`src/scsi_sideband_defines.vh`:
```
`ifndef SCSI_SIDEBAND_DEFINES_VH
`define SCSI_SIDEBAND_DEFINES_VH

// ------------------------------------------------------------
// Register byte offsets
// ------------------------------------------------------------
`define OFS_BLOCK_CONTROL 5'h00
`define OFS_DEVICE_CONFIG 5'h04
`define OFS_XFER_CONTROL_ONE 5'h08
`define OFS_BUS_CONTROL 5'h0C
`define OFS_BUS_STATUS 5'h10
`define OFS_DIFF_CONTROL 5'h14

// ------------------------------------------------------------
// Field positions
// ------------------------------------------------------------
`define BC_LED_DIAG_EN 0
`define BC_LED_DIAG_VAL 1
`define BC_RUN_LED_CLR 2
`define BC_WIDE_CABLE 3
`define BC_RUN_LED 4
`define DC_TERM_POLARITY 0
`define DC_MEM_SINGLE 1
`define DC_SOFT_RESET 15
`define DC_ID_LSB 8
`define XC_TERM_ON 0
`define CT_TARGET 0
`define CT_ARB 1
`define CT_WON 2
`define CT_ATN 3
`define CT_BUS_RST 4
`define CT_CD 5
`define CT_IO 6
`define CT_MSG 7
`define CT_REQ 8
`define CT_ACK 9
`define ST_RESET_SEEN 9
`define ST_ACTIVITY 10
`define ST_ID_SHIFT 11
`define DF_SEL_LSB 4
`define DF_BUSY 8

// ------------------------------------------------------------
// Reset values
// ------------------------------------------------------------
`define RST_DEFAULT_ID 4'h7
`define RST_CONTROL 10'h000

// ------------------------------------------------------------
// Timing
// ------------------------------------------------------------
`define CORE_CLK_HZ 200000000
`define ID_CLK_HZ 20000000
`define ID_HALF_CYC (`CORE_CLK_HZ / (2 * `ID_CLK_HZ))
`define STROBE_NS 50
`define STROBE_CYC ((`STROBE_NS * (`CORE_CLK_HZ / 1000000) + 999) / 1000)
`define RAM_SAMPLE_EDGE 4'h4

`endif

```
`src/scsi_bus_sideband_pin_control.v`:
```
`timescale 1ns/1ps
`default_nettype none
`include "scsi_sideband_defines.vh"

module scsi_bus_sideband_pin_control #(
	parameter ID_BITS = 4,
	parameter ID_HALF = `ID_HALF_CYC,
	parameter STROBE_CYCLES = `STROBE_CYC
) (
	input wire core_clk,
	input wire rst_b,
	input wire [4:0] avs_address,
	input wire avs_read,
	input wire avs_write,
	input wire [31:0] avs_writedata,
	input wire [3:0] avs_byteenable,
	output reg [31:0] avs_readdata,
	output wire avs_waitrequest,
	input wire selection_in_progress,
	input wire selected_in_flag,
	input wire selection_out_done,
	output reg scsi_reset_clear,
	output wire [3:0] device_id,
	input wire cd_n_in,
	output wire cd_n_out,
	output wire cd_n_oe_n,
	input wire io_n_in,
	output wire io_n_out,
	output wire io_n_oe_n,
	input wire msg_n_in,
	output wire msg_n_out,
	output wire msg_n_oe_n,
	input wire req_n_in,
	output wire req_n_out,
	output wire req_n_oe_n,
	input wire ack_n_in,
	output wire ack_n_out,
	output wire ack_n_oe_n,
	input wire bus_rst_n_in,
	output wire bus_rst_n_out,
	output wire bus_rst_n_oe_n,
	input wire sel_n_in,
	output wire sel_n_out,
	output wire sel_n_oe_n,
	input wire bsy_n_in,
	output wire bsy_n_out,
	output wire bsy_n_oe_n,
	input wire atn_n_in,
	output wire atn_n_out,
	output wire atn_n_oe_n,
	output wire [3:0] diff_ctl_data_bus,
	output wire diff_ctl_data_oe_n,
	output wire [1:0] diff_ctl_latch_select,
	output wire diff_ctl_select_oe_n,
	output wire diff_ctl_latch_strobe_n,
	output wire diff_ctl_strobe_oe_n,
	output wire activity_indicator_n,
	output wire activity_indicator_oe_n,
	input wire ext_id_serial_in,
	input wire ram_present_n,
	output wire term_power_ctl,
	output wire term_power_ctl_oe_n,
	input wire wide_cable_present_n
);

	// ------------------------------------------------------------
	// State
	// ------------------------------------------------------------
	localparam [1:0] DF_IDLE = 2'h0;
	localparam [1:0] DF_SETUP = 2'h1;
	localparam [1:0] DF_STROBE = 2'h2;
	localparam [1:0] DF_HOLD = 2'h3;

	reg drive_q;
	reg shifting_q;
	reg lclk_q;
	reg [7:0] half_cnt_q;
	reg [3:0] edge_cnt_q;
	reg [3:0] id_q;
	reg mem_port_single_user_q;
	reg run_led_q;
	reg activity_q;
	reg led_diag_en_q;
	reg led_diag_val_q;
	reg term_power_polarity_q;
	reg term_power_on_q;
	reg [9:0] ctl_q;
	reg reset_seen_q;
	reg [1:0] df_state_q;
	reg [7:0] df_cnt_q;
	reg [3:0] diff_data_q;
	reg [1:0] diff_sel_q;
	reg rd_ack_q;

	wire target = ctl_q[`CT_TARGET];
	wire bus_free = bsy_n_in & sel_n_in;
	wire bus_reset_in = ~bus_rst_n_in;
	wire df_busy = (df_state_q != DF_IDLE);
	wire hit_diff = (avs_address == `OFS_DIFF_CONTROL);
	wire stall = shifting_q | (avs_write & hit_diff & df_busy);
	wire wr_go = avs_write & ~stall;
	wire rd_go = avs_read & ~stall & ~rd_ack_q;
	wire lo_en = avs_byteenable[0];
	wire hi_en = avs_byteenable[1];
	wire wr_bc = wr_go & lo_en & (avs_address == `OFS_BLOCK_CONTROL);
	wire wr_dc = wr_go & (avs_address == `OFS_DEVICE_CONFIG);
	wire wr_xc = wr_go & lo_en & (avs_address == `OFS_XFER_CONTROL_ONE);
	wire wr_ct = wr_go & (avs_address == `OFS_BUS_CONTROL);
	wire wr_st = wr_go & hi_en & (avs_address == `OFS_BUS_STATUS);
	wire wr_df = wr_go & lo_en & hit_diff;
	wire soft_reset = wr_dc & hi_en & avs_writedata[`DC_SOFT_RESET];
	wire sel_flags = selection_in_progress | selected_in_flag |
		selection_out_done;

	// Retry: stall the bus while shift-in runs
	// retry during shift
	assign avs_waitrequest = stall | (avs_read & ~rd_ack_q);

	// ------------------------------------------------------------
	// SCSI control lines (open drain, asserted low)
	// ------------------------------------------------------------
	// direction line role
	assign cd_n_out = 1'b0;
	assign io_n_out = 1'b0;
	assign msg_n_out = 1'b0;
	assign cd_n_oe_n = ~(drive_q & target & ctl_q[`CT_CD]);
	assign io_n_oe_n = ~(drive_q & target & ctl_q[`CT_IO]);
	assign msg_n_oe_n = ~(drive_q & target & ctl_q[`CT_MSG]);
	assign req_n_out = 1'b0;
	assign req_n_oe_n = ~(drive_q & target & ctl_q[`CT_REQ]);
	assign ack_n_out = 1'b0;
	assign ack_n_oe_n = ~(drive_q & ~target & ctl_q[`CT_ACK]);
	assign bus_rst_n_out = 1'b0;
	assign bus_rst_n_oe_n = ~(drive_q & ctl_q[`CT_BUS_RST]);
	assign sel_n_out = 1'b0;
	assign sel_n_oe_n = ~(drive_q & ctl_q[`CT_WON]);
	assign bsy_n_out = 1'b0;
	assign bsy_n_oe_n = ~(drive_q & (ctl_q[`CT_ARB] |
		(target & ctl_q[`CT_WON])));
	assign atn_n_out = 1'b0;
	assign atn_n_oe_n = ~(drive_q & ~target & ctl_q[`CT_ATN]);

	// ------------------------------------------------------------
	// Differential latch port
	// ------------------------------------------------------------
	// float during host reset
	assign diff_ctl_data_oe_n = ~drive_q;
	assign diff_ctl_select_oe_n = ~drive_q;
	assign diff_ctl_strobe_oe_n = ~drive_q;
	assign diff_ctl_data_bus = diff_data_q;
	assign diff_ctl_latch_select = diff_sel_q;
	assign diff_ctl_latch_strobe_n = ~(df_state_q == DF_STROBE);

	// ------------------------------------------------------------
	// Indicator and termination power
	// ------------------------------------------------------------
	// diagnostic override
	assign activity_indicator_n = shifting_q ? lclk_q :
		led_diag_en_q ? ~led_diag_val_q : ~(run_led_q | activity_q);
	assign activity_indicator_oe_n = ~drive_q;
	assign term_power_ctl = term_power_on_q ? term_power_polarity_q :
		~term_power_polarity_q;
	assign term_power_ctl_oe_n = ~drive_q;
	assign device_id = id_q;

	always @(posedge core_clk or negedge rst_b) begin
		if (!rst_b) begin
			drive_q <= 1'b0;
		end else begin
			drive_q <= 1'b1;
		end
	end

	// ------------------------------------------------------------
	// ID shift-in after host reset
	// ------------------------------------------------------------
	always @(posedge core_clk or negedge rst_b) begin
		if (!rst_b) begin
			shifting_q <= 1'b1;
			lclk_q <= 1'b0;
			half_cnt_q <= 8'h00;
			edge_cnt_q <= 4'h0;
			id_q <= `RST_DEFAULT_ID;
			mem_port_single_user_q <= 1'b0;
			run_led_q <= 1'b0;
		end else if (shifting_q) begin
			if (half_cnt_q == ID_HALF[7:0] - 8'h01) begin
				half_cnt_q <= 8'h00;
				lclk_q <= ~lclk_q;
				if (!lclk_q) begin
					id_q <= {id_q[2:0], ext_id_serial_in};
					edge_cnt_q <= edge_cnt_q + 4'h1;
					if (edge_cnt_q == `RAM_SAMPLE_EDGE - 4'h1)
						mem_port_single_user_q <= ~ram_present_n;
				end else if (edge_cnt_q == ID_BITS[3:0]) begin
					shifting_q <= 1'b0;
					run_led_q <= 1'b1;
				end
			end else begin
				half_cnt_q <= half_cnt_q + 8'h01;
			end
		end else if (wr_bc && avs_writedata[`BC_RUN_LED_CLR]) begin
			run_led_q <= 1'b0;
		end
	end

	// latch activity, clear at bus free
	always @(posedge core_clk or negedge rst_b) begin
		if (!rst_b) begin
			activity_q <= 1'b0;
		end else if (sel_flags) begin
			activity_q <= 1'b1;
		end else if (bus_free) begin
			activity_q <= 1'b0;
		end
	end

	// ------------------------------------------------------------
	// Control registers
	// ------------------------------------------------------------
	always @(posedge core_clk or negedge rst_b) begin
		if (!rst_b) begin
			led_diag_en_q <= 1'b0;
			led_diag_val_q <= 1'b0;
			term_power_polarity_q <= 1'b0;
			term_power_on_q <= 1'b0;
			ctl_q <= `RST_CONTROL;
			reset_seen_q <= 1'b0;
			scsi_reset_clear <= 1'b0;
		end else begin
			scsi_reset_clear <= bus_reset_in;
			if (wr_bc) begin
				led_diag_en_q <= avs_writedata[`BC_LED_DIAG_EN];
				led_diag_val_q <= avs_writedata[`BC_LED_DIAG_VAL];
			end
			if (wr_dc && lo_en)
				term_power_polarity_q <= avs_writedata[`DC_TERM_POLARITY];
			if (soft_reset)
				term_power_on_q <= 1'b0;
			else if (wr_xc)
				term_power_on_q <= avs_writedata[`XC_TERM_ON];
			if (bus_reset_in || soft_reset) begin
				ctl_q <= {5'h00, ctl_q[`CT_BUS_RST], 3'h0,
					ctl_q[`CT_TARGET]};
				// Software can still drop its own bus reset drive
				if (wr_ct && lo_en) begin
					ctl_q[`CT_BUS_RST] <= avs_writedata[`CT_BUS_RST];
					ctl_q[`CT_TARGET] <= avs_writedata[`CT_TARGET];
				end
			end else if (wr_ct) begin
				if (lo_en)
					ctl_q[7:0] <= avs_writedata[7:0];
				if (hi_en)
					ctl_q[9:8] <= avs_writedata[9:8];
			end
			// Set wins over software clear
			if (bus_reset_in)
				reset_seen_q <= 1'b1;
			else if (wr_st && avs_writedata[`ST_RESET_SEEN])
				reset_seen_q <= 1'b0;
		end
	end

	// ------------------------------------------------------------
	// Differential latch sequencer
	// ------------------------------------------------------------
	always @(posedge core_clk or negedge rst_b) begin
		if (!rst_b) begin
			df_state_q <= DF_IDLE;
			df_cnt_q <= 8'h00;
			diff_data_q <= 4'h0;
			diff_sel_q <= 2'h0;
		end else begin
			case (df_state_q)
			DF_IDLE: begin
				if (wr_df) begin
					diff_data_q <= avs_writedata[3:0];
					diff_sel_q <= avs_writedata[`DF_SEL_LSB+1:`DF_SEL_LSB];
					df_state_q <= DF_SETUP;
				end
			end
			DF_SETUP: begin
				df_cnt_q <= 8'h00;
				df_state_q <= DF_STROBE;
			end
			DF_STROBE: begin
				if (df_cnt_q == STROBE_CYCLES[7:0] - 8'h01)
					df_state_q <= DF_HOLD;
				else
					df_cnt_q <= df_cnt_q + 8'h01;
			end
			default: begin
				df_state_q <= DF_IDLE;
			end
			endcase
		end
	end

	// ------------------------------------------------------------
	// Read path
	// ------------------------------------------------------------
	always @(posedge core_clk or negedge rst_b) begin
		if (!rst_b) begin
			rd_ack_q <= 1'b0;
			avs_readdata <= 32'h00000000;
		end else begin
			rd_ack_q <= rd_go;
			if (rd_go) begin
				if (avs_address == `OFS_BLOCK_CONTROL) begin
					avs_readdata <= {27'h0, run_led_q, ~wide_cable_present_n,
						1'b0, led_diag_val_q, led_diag_en_q};
				end else if (avs_address == `OFS_DEVICE_CONFIG) begin
					avs_readdata <= {20'h0, id_q, 6'h0,
						mem_port_single_user_q, term_power_polarity_q};
				end else if (avs_address == `OFS_XFER_CONTROL_ONE) begin
					avs_readdata <= {31'h0, term_power_on_q};
				end else if (avs_address == `OFS_BUS_CONTROL) begin
					avs_readdata <= {22'h0, ctl_q};
				end else if (avs_address == `OFS_BUS_STATUS) begin
					avs_readdata <= {20'h0, shifting_q, activity_q,
						reset_seen_q, ~atn_n_in, ~bsy_n_in, ~sel_n_in,
						bus_reset_in, ~ack_n_in, ~req_n_in, ~msg_n_in,
						~io_n_in, ~cd_n_in};
				end else if (hit_diff) begin
					avs_readdata <= {23'h0, df_busy, 2'h0, diff_sel_q,
						diff_data_q};
				end else begin
					avs_readdata <= 32'h00000000;
				end
			end
		end
	end

endmodule // scsi_bus_sideband_pin_control

`default_nettype wire

```
`config.mk`:
```
export PLATFORM = sky130hd
export DESIGN_NAME = scsi_bus_sideband_pin_control
export DESIGN_NICKNAME = d
export VERILOG_FILES = /design/src/scsi_bus_sideband_pin_control.v
export VERILOG_INCLUDE_DIRS = /design/src
export SDC_FILE = /design/constraint.sdc
export NUM_CORES = 1
export LEC_CHECK = 0
export ABC_AREA = 1
export BUFFER_PORTS_ARGS = -buffer_cell sky130_fd_sc_hd__buf_2
export CORE_MARGIN = 3
export CORE_UTILIZATION = 54
export CTS_CLUSTER_DIAMETER = 80
export DETAILED_ROUTE_END_ITERATION = 10
export PLACE_DENSITY = 0.94
export SYNTH_ARGS = -nofsm -noshare
export SYNTH_HDL_FRONTEND = slang
export SYNTH_SLANG_ARGS = --single-unit
export TNS_END_PERCENT = 5
```
`constraint.sdc`:
```
create_clock -name core_clk -period 2.9 [get_ports core_clk]
set_clock_uncertainty 0.15 [all_clocks]
set_input_delay 0.29 -clock core_clk [delete_from_list [all_inputs] [get_ports core_clk]]
set_output_delay 0.29 -clock core_clk [all_outputs]
set_load 0.02 [all_outputs]
```
# Word level (Yosys, flattened, before mapping)
# Index checks and enable logic that the tools add are counted.
[word_totals] ff_bits=87 input_bits=60 out_inout_bits=70 elab_cells=171
[classes] add_sub_neg=3 eq_ne=19 n_mux=36 n_bitwise=64 n_reduce_logical=25
[ops] operator="32-bit two-way mux" count=2
[ops] operator="12-bit two-way mux" count=3
[ops] operator="1-bit AND" count=29
[ops] operator="1-bit inverter" count=29
[ops] operator="8-bit two-way mux" count=3
[ops] operator="1-bit two-way mux" count=20
[ops] operator="10-bit two-way mux" count=2
[ops] operator="8-bit by 1-bit adder with 8-bit output (second input constant)" count=2
[ops] operator="8-bit case mux with 2 select lines" count=1
[ops] operator="2-bit nonzero test" count=8
[ops] operator="2-bit by 1-bit inequality test with 1-bit output (second input constant)" count=6
[ops] operator="2-bit AND reduction" count=6
[ops] operator="5-bit by 4-bit equality test with 1-bit output (second input constant)" count=2
[ops] operator="5-bit equality test (second input constant)" count=2
[ops] operator="9-bit two-way mux" count=1
[ops] operator="8-bit by 3-bit equality test with 1-bit output (second input constant)" count=1
[ops] operator="8-bit by 4-bit equality test with 1-bit output (second input constant)" count=1
[ops] operator="4-bit AND reduction" count=2
[ops] operator="2-bit two-way mux" count=3
[ops] operator="1-bit bitwise OR" count=6
[ops] operator="2-bit case mux with 3 select lines" count=1
[ops] operator="3-bit AND reduction" count=2
[ops] operator="5-bit by 3-bit equality test with 1-bit output (second input constant)" count=1
[ops] operator="5-bit logical NOT" count=1
[ops] operator="other kinds (9)" count=13

# Depth between registers and ports, before layout
# Gate-level depths: netlist (run 1).
[logic_depth] ltp_word=12 depth_mapped=10 mapped_depth_nobuf=10

# Worst setup path after synthesis (run 1)
# Ideal clock, no wire load.
[synth_path] path_type="register to register" start="register df_state_q[0]" end="register df_state_q[1]" setup_time_ns=0.117 t_arrival_ns=1.415 t_required_ns=2.633 slack_ns=1.218 stages_incl_launch_ff=11 n_path_buf=1 period_less_slack_ns=1.682 path_cell_list="dfrtp_1 inv_1 ha_1 inv_1 nand4_1 nand4_1 buf_6 o21bai_1 nand2_1 nand2_1 nand2_1"
[synth_via] elab_chain_cells=9 word_cells_on_any_way=14 classes_between="eq/ne: 4; mux: 1; bitwise: 6; reduce/logical: 3"
[synth_lines] item="from (decl)" line="scsi_bus_sideband_pin_control.v:89" source="reg [1:0] df_state_q;"
[synth_lines] item="from (signal assigned)" line="scsi_bus_sideband_pin_control.v:269" source="df_state_q <= DF_IDLE;"
[synth_lines] item="from (signal assigned)" line="scsi_bus_sideband_pin_control.v:279" source="df_state_q <= DF_SETUP;"
[synth_lines] item="from (signal assigned)" line="scsi_bus_sideband_pin_control.v:284" source="df_state_q <= DF_STROBE;"
[synth_lines] item="2-bit nonzero test" line="scsi_bus_sideband_pin_control.v:98" source="wire df_busy = (df_state_q != DF_IDLE);"
[synth_lines] item="1-bit AND" line="scsi_bus_sideband_pin_control.v:100" source="wire stall = shifting_q | (avs_write & hit_diff & df_busy);"
[synth_lines] item="1-bit bitwise OR" line="scsi_bus_sideband_pin_control.v:100"
[synth_lines] item="1-bit inverter" line="scsi_bus_sideband_pin_control.v:101" source="wire wr_go = avs_write & ~stall;"
[synth_lines] item="1-bit AND" line="scsi_bus_sideband_pin_control.v:101"
[synth_lines] item="1-bit AND (2 in a row)" line="scsi_bus_sideband_pin_control.v:110" source="wire wr_df = wr_go & lo_en & hit_diff;"
[synth_lines] item="2-bit inequality test (no source line)"
[synth_lines] item="2-bit AND reduction (no source line)"
# Parallel ways exist; a longest one is shown, timed or not.
# A chain may end at the register's enable or synchronous reset.

# Worst setup path in the final report (run 1)
[layout_path] start="register df_state_q[0]" end="output port avs_waitrequest"
[layout_via] elab_chain_cells=4
[layout_lines] item="2-bit nonzero test" line="scsi_bus_sideband_pin_control.v:98"
[layout_lines] item="1-bit AND" line="scsi_bus_sideband_pin_control.v:100"
[layout_lines] item="1-bit bitwise OR" line="scsi_bus_sideband_pin_control.v:100"
[layout_lines] item="1-bit bitwise OR" line="scsi_bus_sideband_pin_control.v:117" source="assign avs_waitrequest = stall | (avs_read & ~rd_ack_q);"
[layout_lines] item="to (decl)" line="scsi_bus_sideband_pin_control.v:18" source="output wire avs_waitrequest,"
# Every way passes these cells.

==> impl_metrics.ini, run 1 <==
[detailed_routing]
drcViolationCount = 0
drtAntennaViolNets = 0
post_drt_wl_per_cell_microns = 14.3
wl_met1_microns = 3470
met2_length_microns = 4410
dr_wl_met3_microns = 880
wirelength_microns = 9020
dr.pass1.iters = 5
routed_via_density = 5.37
vias = 3380
drt_iter0_markers = 290
highest-signal-layer = met4

[setup_path]
rr_startpoint = df_state_q[0]$_DFFE_PN0P_
cp_slowest_cell = dfrtp_1
path_cells = inv_1 > ha_1 > inv_1 > a31oi_2 > o21ai_0 > buf_2
cpMostUsedCell = inv_1
setup.worst_path.end_class = output pin
crit_path_max_fanout = 4
cp.required_ns = 2.46
rr_endpoint = ctl_q[7]$_DFFE_PN0P_
crit_type = flip-flop to output pin
cp_data_arrival_time_ns = 1.71
rr_worst_depth = 9
slowest_delay_ns = 0.42
start_kind = flip-flop
reg2reg_slack_ns = 0.82

[placed_design]
dpl.cell_count = 610
dpl_cell_area_sq_mm = 0.00402
portBuffers = 77
hpwlAfterDp_microns = 6810
place.gp.congestion = 0.900
pre_cts_ws_ns = 0.881

[floorplanning]
ios = 130
die_x_microns = 88.8
start_util = 0.571
die-height_microns = 88.8
rows = 29
die-area_sq_mm = 0.00789
core-area_sq_mm = 0.00649

[synthesis]
yosys_warnings = 0
yosys.area_share.xor_xnor = 0.0260
synthMuxAreaShare = 0
synth_compound_area_frac = 0.104
synth-seq-cells = 67
synthAdderAreaFrac = 0.0338
syn_area_sq_mm = 0.00371
syn_inst = 463
avgSynthCellArea_sq_um = 8.00
synth.distinct_cells = 34
seq_area_frac_synth = 0.454
yosys.area_share.simple = 0.238
synth_top_family_by_area = simple AND/OR/NAND/NOR gates

[hold_path]
min_path_type = primary input to flip-flop
min_path_cells = 3
holdPathEnd = ctl_q[4]$_DFFE_PN0P_
worstHoldStart = avs_writedata[4]

[final_layout]
n_antenna_cell = 0
fillers = 501
drive_gt1_frac = 0.210
final_util = 0.655
area_delta_synth_final_pct = 14.8
design_area_sq_mm = 0.00425
final_cell_count_no_fill = 630
nets = 619

[status]
status = complete, no violations

[clock_network]
ctsLongestPathBuffers = 2
post-cts-setup-buffers = 0
h-tree-depth = 3
cts_buffers = 9
cts.sinks = 67
ctsRootBufferMaster = clkbuf_8
cts_tree = done
clk_pin_slew_worst_paths_ns = 0.07
clk-insertion-delay-late_ns = 0.36

[sta]
setup_viol_count_final = 0
final-hold-violation-count = 0
slew_headroom = 0.589
tightest_slew_ns = 0.614
hold_slack_ns = 0.0176
rsz0062_at_grt = false
finalMaxSlewViolations = 0
fin_crit_sh = 0.743
final.setup.tns_ns = 0
fin_ws_ns = 0.746
fin_crit_ns = 2.15
fmax_mhz = 464

[grt]
antenna_found_initial = 0
grt-ovfl-total = 0
grt_use_total = 0.236
grt_max_degree = 26
grt_pass1_vias = 3076
grt_pass1_wl_microns = 14100

[power]
power_density_mw_per_mm2 = 549
p_total_mw = 2.34
leakage_nw = 2.30
peakVddDrop_uv = 552

[job]
drv_cap = 0
[cell families (layout without fill, tap and decap cells)]
family / Yosys count / in the layout
and+or+nand+nor: 202 / 202
buffers and inverters: 101 / 163
AOI/OAI and AO/OA: 70 / 70
DFF: 67 / 67
xor gates and xnor gates: 11 / 11
adders and majority gates: 10 / 10
other: 2 / 30
[flip-flops by register name, summed over array words and instances, names as in the netlist, 2 cells and up]
signal	cells
avs_readdata	12
ctl_q	10
df_cnt_q	8
half_cnt_q	8
device_id	4
diff_ctl_data_bus	4
edge_cnt_q	4
df_state_q	2
diff_ctl_latch_select	2
[power breakdown]
group	switching, mW	internal [mW]	total (mW)
registers	0.0648	1.01	1.08
clock network	0.344	0.373	0.717
logic	0.373	0.166	0.540
total	0.782	1.55	2.34
[routing by layer]
layer / vias to the layer above / global-route usage
met5: - / 0
met4: 0 / 0.0989
met3: 34 / 0.0819
met2: 195 / 0.370
met1: 1578 / 0.298
li1: 1573 / -
[layout by cell type (no fill, tap or decap), drive strengths merged, types with 2 or more instances in the layout]
master         n
xor2          10
o22ai          7
a22oi          2
inv           63
nor2          41
ha            10
conb          30
nor3           5
nand2        122
clkinv         2
a21oi         21
dfstp          4
clkbuf        13
dlygate4sd3    5
o32ai          2
o21ai         35
buf           80
nand3         26
nand4          5
dfrtp         63
[worst max path at each step]
stage / slack (ns) / cells past startpoint / end / startpoint
6_report: 0.75 / 6 / avs_waitrequest / df_state_q[0]$_DFFE_PN0P_
5_1_grt: 0.56 / 9 / ctl_q[7]$_DFFE_PN0P_ / df_state_q[0]$_DFFE_PN0P_
4_1_cts: 0.73 / 6 / avs_waitrequest / df_state_q[0]$_DFFE_PN0P_
3_5_place_dp: 0.88 / 9 / ctl_q[7]$_DFFE_PN0P_ / df_state_q[0]$_DFFE_PN0P_
3_3_place_gp: 0.96 / 9 / ctl_q[5]$_DFFE_PN0P_ / df_state_q[0]$_DFFE_PN0P_
2_1_floorplan: 1.22 / 10 / df_state_q[1]$_DFFE_PN0P_ / df_state_q[0]$_DFFE_PN0P_
[cells in the mapped netlist]
master,number,area share
a21boi_0,1,0.0020
a21oi_1,21,0.028
a22oi_1,2,0.0041
a31oi_2,1,0.0034
buf_2,2,0.0027
buf_4,33,0.067
buf_6,3,0.0091
conb_1,2,0.0020
dfrtp_1,63,0.43
dfstp_2,4,0.028
ha_1,10,0.034
inv_1,58,0.059
inv_2,5,0.0051
nand2_1,119,0.12
nand2_2,1,0.0017
nand2_4,2,0.0061
nand3_1,24,0.032
nand3_2,2,0.0054
nand4_1,5,0.0084
nor2_1,36,0.036
nor2_2,1,0.0017
nor2_4,4,0.012
nor3_1,4,0.0054
nor3_2,1,0.0027
nor4_1,1,0.0017
o21ai_0,28,0.038
o21ai_1,7,0.0095
o21bai_1,1,0.0020
o22ai_1,7,0.012
o32ai_1,2,0.0047
or2_2,1,0.0017
or4_1,1,0.0020
xnor2_1,1,0.0024
xor2_1,10,0.024
[what timing repair did]
item / 4_1_cts / 5_1_grt
gates resized for setup: 0 / 0
setup endpoints to repair: 0 / 0
hold buffers: 5 / 0
hold endpoints to repair: 27 / 0
[area by class of cell]
cell class              instances  area, sq um  area share
well taps                      77         96.3      0.0227
multi-input cells             323         1600       0.377
inverters                      63          236      0.0556
flip-flops and latches         67         1680       0.395
clock buffers                  13          169      0.0397
clock inverters                 2         10.0     0.00235
repair buffers                 85          458       0.108
[critical path: cells and delay by family, from the launching register on]
| family | cells | cell delay [ns] |
|---|---|---|
| buffers and inverters | 3 | 0.36 |
| AO/OA/AOI/OAI | 2 | 0.44 |
| adder cells (fa/ha/maj) | 1 | 0.14 |
| flip-flops | 1 | 0.42 |
No activity file was read; power rests on OpenSTA's default activity.
==> run 2, diff against run 1 <==
--- a/config.mk
+++ b/config.mk
@@ -6,13 +6,13 @@
 export SDC_FILE = /design/constraint.sdc
 export NUM_CORES = 1
 export LEC_CHECK = 0
-export ABC_AREA = 1
+export ABC_AREA = 0
 export BUFFER_PORTS_ARGS = -buffer_cell sky130_fd_sc_hd__buf_2
 export CORE_MARGIN = 3
-export CORE_UTILIZATION = 54
+export CORE_UTILIZATION = 50
 export CTS_CLUSTER_DIAMETER = 80
 export DETAILED_ROUTE_END_ITERATION = 10
-export PLACE_DENSITY = 0.94
+export PLACE_DENSITY = 0.89
 export SYNTH_ARGS = -nofsm -noshare
 export SYNTH_HDL_FRONTEND = slang
 export SYNTH_SLANG_ARGS = --single-unit
==> constraint.sdc (replaced) <==
create_clock -name core_clk -period 2.15 [get_ports core_clk]
set_clock_uncertainty 0.15 [all_clocks]
set_input_delay 0.215 -clock core_clk [delete_from_list [all_inputs] [get_ports core_clk]]
set_output_delay 0.215 -clock core_clk [all_outputs]
set_load 0.02 [all_outputs]
==> run 2 against run 1 <==
Clock-buffer cell count shrank 1. Wire length increased by 3.9%. Sequential cell count unchanged. Sequential power up 36%. Largest cell class is now multi-input combinational cells.
==> impl_metrics.ini, run 2 <==
[final_layout]
drive_gt1_frac = 0.291
layout_common_cells = 77 x buf_2, 63 x dfrtp_1, 30 x conb_1, 28 x nand2_1, 22 x nor2_1
nets = 536
final_common_cell = buf_2
largest_reg_flops = 12
design_area_sq_mm = 0.00457
top_register = avs_readdata
n_antenna_cell = 0
area_delta_synth_final_pct = 22.0
fillers = 555
top_regs = avs_readdata: 12 flops, ctl_q: 10 flops

[clock_network]
post-cts-setup-buffers = 0
ctsLongestPathBuffers = 2
cts_buffers = 9
h-tree-depth = 3
clk-insertion-delay-late_ns = 0.35
ctsRootBufferMaster = clkbuf_8
clk_pin_slew_worst_paths_ns = 0.08
cts.sinks = 67
cts_tree = done

[placed_design]
hpwlAfterDp_microns = 6670
dpl_cell_area_sq_mm = 0.00416
place.gp.congestion = 0.872
portBuffers = 77

[detailed_routing]
post_drt_wl_per_cell_microns = 16.5
routed_via_density = 5.56
vias = 3155
drt_iter0_markers = 198
dr.pass1.iters = 4
drcViolationCount = 0
drtAntennaViolNets = 0
wirelength_microns = 9370

[sta]
fmax_mhz = 483
setup_viol_count_final = 0
finalMaxSlewViolations = 0
tightest_slew_ns = 0.563
fin_crit_ns = 2.07
rsz0062_at_grt = true
fin_crit_sh = 0.964
slew_headroom = 0.622
final-hold-violation-count = 0

[synthesis]
async_reset_ff_frac = 1.00
synth_most_common_cell = dfrtp_1
seq_area_frac_synth = 0.449
synth_common_cells = 63 x dfrtp_1, 34 x buf_4, 28 x nand2_1
yosysTopAreaCell = dfrtp_1
synth-seq-cells = 67
synth_area_leaders = dfrtp_1 42%, buf_4 6.8%, mux2_2 4.8%, ha_1 3.3%, dfstp_2 2.8%
syn_inst = 371
synth_edf_count = 0
yosys_warnings = 0
syn_area_sq_mm = 0.00374
synth.distinct_cells = 63
synth_ff_type = dfrtp_1
yosysTopAreaCellShare = 0.421
avgSynthCellArea_sq_um = 10.1

[setup_path]
crit_type = flip-flop to flip-flop
crit_path_max_fanout = 5
setup.worst_path.end_class = flip-flop
start_kind = flip-flop
cp_data_arrival_time_ns = 2.15
cp.required_ns = 2.22

[job]
drv_cap = 0

[grt]
grt_use_total = 0.226
grt_pass1_wl_microns = 15200
grt_pass1_vias = 3106
grt_max_degree = 68
grt-ovfl-total = 0
antenna_found_initial = 0

[hold_path]
min_path_type = primary input to flip-flop

[power]
leakage_nw = 2.18
peakVddDrop_uv = 359
power_density_mw_per_mm2 = 792
p_total_mw = 3.62

[floorplanning]
start_util = 0.534
die-height_microns = 92.5
core-area_sq_mm = 0.00702
die-area_sq_mm = 0.00856
rows = 30
ios = 130
die_x_microns = 92.5

[status]
status = complete, no violations
## run 2: cells by family after synthesis
kind of cell / after synthesis / synth area share
AO/OA/AOI/OAI: 73 / 0.138
XOR/XNOR: 11 / 0.0257
AND/OR/NAND/NOR: 122 / 0.184
buffers and inverters: 62 / 0.0972
flip-flops: 67 / 0.449
other: 2 / 0.00201
adder cells (fa/ha/maj): 10 / 0.0334
multiplexers: 24 / 0.0698
## run 2: worst paths after layout
path / start / end / slack (ns) / cells past startpoint
min: avs_writedata[2] / diff_ctl_data_bus[2]$_DFFE_PN0P_ / 0.01 / 2
max in group asynchronous: rst_b / shifting_q$_DFF_PN1_ / 1.26 / 3
min reg2reg: df_cnt_q[7]$_DFFE_PN0P_ / df_cnt_q[7]$_DFFE_PN0P_ / 0.33 / 1
max reg2reg: df_cnt_q[1]$_DFFE_PN0P_ / df_state_q[1]$_DFFE_PN0P_ / 0.08 / 6
max: df_cnt_q[1]$_DFFE_PN0P_ / df_state_q[1]$_DFFE_PN0P_ / 0.08 / 6
min in group asynchronous: rst_b / rd_ack_q$_DFF_PN0_ / 0.25 / 3
## run 2: where the power goes
part / internal [mW] / switching (mW)
Clock: 0.863 / 0.473
Combinational: 0.316 / 0.495
Sequential: 1.37 / 0.106
Total: 2.54 / 1.07
## run 2: layout make-up
cell class              instances  area [sq um]  area share
well taps                      96           120      0.0263
clock buffers                  12           165      0.0361
inverters                      13          48.8      0.0107
multi-input cells             270          1810       0.397
repair buffers                105           646       0.141
clock inverters                 4          95.1      0.0208
flip-flops and latches         67          1680       0.368
## run 2: critical path, stage by stage, from the launching register on
cell and delay (ns):
dfrtp_1 0.42, inv_1 0.07, ha_1 0.13, nand4bb_1 0.15, o41ai_4 0.34, a21boi_1 0.32
mux2_1 0.37
## run 2: metrics by stage
step | hold slack [ns] | utilization | setup slack [ns] | setup TNS [ns] | cells
after floorplan | -0.231 | - | 0.185 | 0 | 399
after global placement | 0.108 | 0.592 | 0.172 | 0 | 536
after detailed placement | 0.111 | 0.592 | 0.0720 | 0 | 536
after CTS | 0.00672 | 0.651 | 0.0684 | 0 | 567
after global routing | 0.00304 | 0.651 | -0.00601 | -0.00601 | 567
final | 0.0110 | 0.651 | 0.0784 | 0 | 567
## run 2: timing repair
action	4_1_cts	5_1_grt
endpoints found under the hold margin	80	0
resized for setup	0	1
endpoints found under the setup margin	0	2
hold buffers	15	0
## run 2: layer usage
layer  track usage  share of wire
met5             0              0
met2         0.385           0.51
met3        0.0447          0.073
met1         0.273           0.39
met4         0.111          0.028
==> run 3, diff against run 2 <==
--- a/config.mk
+++ b/config.mk
@@ -13,6 +13,7 @@
 export CTS_CLUSTER_DIAMETER = 80
 export DETAILED_ROUTE_END_ITERATION = 10
 export PLACE_DENSITY = 0.89
+export REMOVE_ABC_BUFFERS = 1
 export SYNTH_ARGS = -nofsm -noshare
 export SYNTH_HDL_FRONTEND = slang
 export SYNTH_SLANG_ARGS = --single-unit
==> constraint.sdc (replaced) <==
create_clock -name core_clk -period 2.3 [get_ports core_clk]
set_clock_uncertainty 0.15 [all_clocks]
set_input_delay 0.23 -clock core_clk [delete_from_list [all_inputs] [get_ports core_clk]]
set_output_delay 0.23 -clock core_clk [all_outputs]
set_load 0.02 [all_outputs]
==> run 3 against run 2 <==
Clock-buffer cell count did not move. Non-clock buffer count shrank 2. Final area shrank 1.3%. Sequential cell count stayed put. Setup slack improved by 0.14 ns. Sequential share of layout area up 0.49 points. Die area stayed put. Critical path depth shrank 2. Combinational power fell by 6.5%. Register-to-register slack gained 0.14 ns.
==> impl_metrics.ini, run 3 (synthesis results as in run 2) <==
[status]
status = complete, no violations

[power]
p_int_mw = 2.16
peakVddDrop_uv = 290
leakage_nw = 2.16
power_density_mw_per_mm2 = 703
pwr-share-seq = 0.433
switching_share = 0.318
combPwrFrac = 0.239
p_sw_mw = 1.01
p_clk_frac = 0.327

[clock_network]
cts_buffers = 9
ctsRootBufferMaster = clkbuf_8
cts_tree = done
clk-insertion-delay-late_ns = 0.35
post_cts_resized = 0
clk_pin_slew_worst_paths_ns = 0.08
ctsLongestPathBuffers = 2
h-tree-depth = 3
holdBufCountCts = 12
cts.sinks = 67
post-cts-setup-buffers = 0

[placed_design]
place.gp.congestion = 0.873
hpwlAfterDp_microns = 6490
portBuffers = 77
pre_cts_ws_ns = 0.229
dpl.cell_count = 537

[sta]
finalMaxSlewViolations = 0
tightest_slew_ns = 0.597
final-hold-violation-count = 0
slew_headroom = 0.596
setup_viol_count_final = 0
final.setup.tns_ns = 0
fmax_mhz = 480
fin_crit_ns = 2.09
fin_ws_ns = 0.215
rsz0062_at_grt = false
fin_crit_sh = 0.907

[setup_path]
path_delay_family = simple AND/OR/NAND/NOR gates
reg2reg_slack_ns = 0.21
cp_num_buf_inv = 1
cp_slowest_cell = or4b_4
start_kind = flip-flop
slowest_delay_ns = 0.57
setup.worst_path.end_class = flip-flop
crit_path_max_fanout = 4
path_cells = or4b_4 > nor4_2 > buf_4 > mux2_2
cp_data_arrival_time_ns = 2.17
rr_worst_depth = 4
crit_type = flip-flop to flip-flop
cp.depth = 4
cp.required_ns = 2.39

[final_layout]
final_cell_count_no_fill = 565
final_common_cell = buf_2
n_antenna_cell = 0
layout_common_cells = 77 x buf_2, 63 x dfrtp_1, 30 x conb_1, 28 x nand2_1, 22 x nor2_1
drive_gt1_frac = 0.292
area_delta_synth_final_pct = 20.4
largest_reg_flops = 12
final_util = 0.642
top_regs = avs_readdata: 12 flops, ctl_q: 10 flops
nets = 534
top_register = avs_readdata

[grt]
met1_usage = 0.257
grt_max_degree = 63
grt-ovfl-total = 0
antenna_found_initial = 0
grt_util_met3 = 0.0309
gr-usage-met2 = 0.375
busiest_layer = met2
grt_pass1_wl_microns = 14500
grt_pass1_vias = 3002
grt_use_total = 0.214

[hold_path]
min_path_cells = 3
min_path_type = primary input to flip-flop

[detailed_routing]
drcViolationCount = 0
wirelength_microns = 9090
post_drt_wl_per_cell_microns = 16.1
routed_via_density = 5.51
drt_iter0_markers = 206
drtAntennaViolNets = 0
vias = 3111
dr.pass1.iters = 6

[floorplanning]
die_x_microns = 92.5
die-area_sq_mm = 0.00856
ios = 130
start_util = 0.534
rows = 30
die-height_microns = 92.5
core-area_sq_mm = 0.00702

[job]
drv_cap = 0
[run 3: changes by cell type in the layout (fill, tap and decap cells not counted)]
cell / change
ha_2: -1
ha_1: +1
clkinvlp_4: +1
clkinv_2: +1
bufinv_16: -2
buf_12: +1
dlygate4sd3_1: -3
[run 3: area by class of cell]
| class | instances | area [sq um] |
|---|---|---|
| Fill cell | 504 | 2510 |
| Inverter | 13 | 48.8 |
| Clock buffer | 12 | 165 |
| Clock inverter | 4 | 47.5 |
| Timing Repair Buffer | 103 | 636 |
| Multi-Input combinational cell | 270 | 1810 |
| Tap cell | 96 | 120 |
| Sequential cell | 67 | 1680 |
[run 3: path summary, 6_finish.rpt]
check | startpoint | to
setup / recovery | half_cnt_q[5]$_DFFE_PN0P_ | device_id[3]$_DFFE_PN0P_
hold / removal | avs_writedata[7] | ctl_q[7]$_DFFE_PN0P_
setup reg to reg | half_cnt_q[5]$_DFFE_PN0P_ | device_id[3]$_DFFE_PN0P_
hold reg to reg | df_cnt_q[7]$_DFFE_PN0P_ | df_cnt_q[7]$_DFFE_PN0P_
max in group asynchronous | rst_b | shifting_q$_DFF_PN1_
min in group asynchronous | rst_b | activity_q$_DFFE_PN0P_
[run 3: worst register-to-register path, delay by kind of cell, from the launching register on]
| family | cells | cell delay, ns |
|---|---|---|
| buffers and inverters | 1 | 0.20 |
| flip-flops | 1 | 0.40 |
| multiplexers | 1 | 0.32 |
| AND/OR/NAND/NOR | 2 | 0.89 |
[run 3: per-layer routing]
layer / vias up / wire, microns
met3: 29 / 726
met5: - / 0
met2: 160 / 4570
met1: 1484 / 3470
li1: 1438 / -
met4: 0 / 312
[run 3: power groups by stage]
stage          registers (mW)  logic [mW]  clock network [mW]
2_1_floorplan            1.42       0.413                   0
3_5_place_dp             1.39       0.740                   0
5_1_grt                  1.39       0.826                1.10
3_3_place_gp             1.38       0.714                   0
6_report                 1.37       0.758                1.04
4_1_cts                  1.37       0.765                1.05
[run 3: stage by stage]
step           power [mW]  hold WS, ns  area [sq um]
6_report             3.17      0.00136          4510
5_1_grt              3.31       0.0239          4510
4_1_cts              3.18      0.00403          4510
3_5_place_dp         2.13      -0.0814          4180
3_3_place_gp         2.10      -0.0831          4180
2_1_floorplan        1.83       -0.216          3530
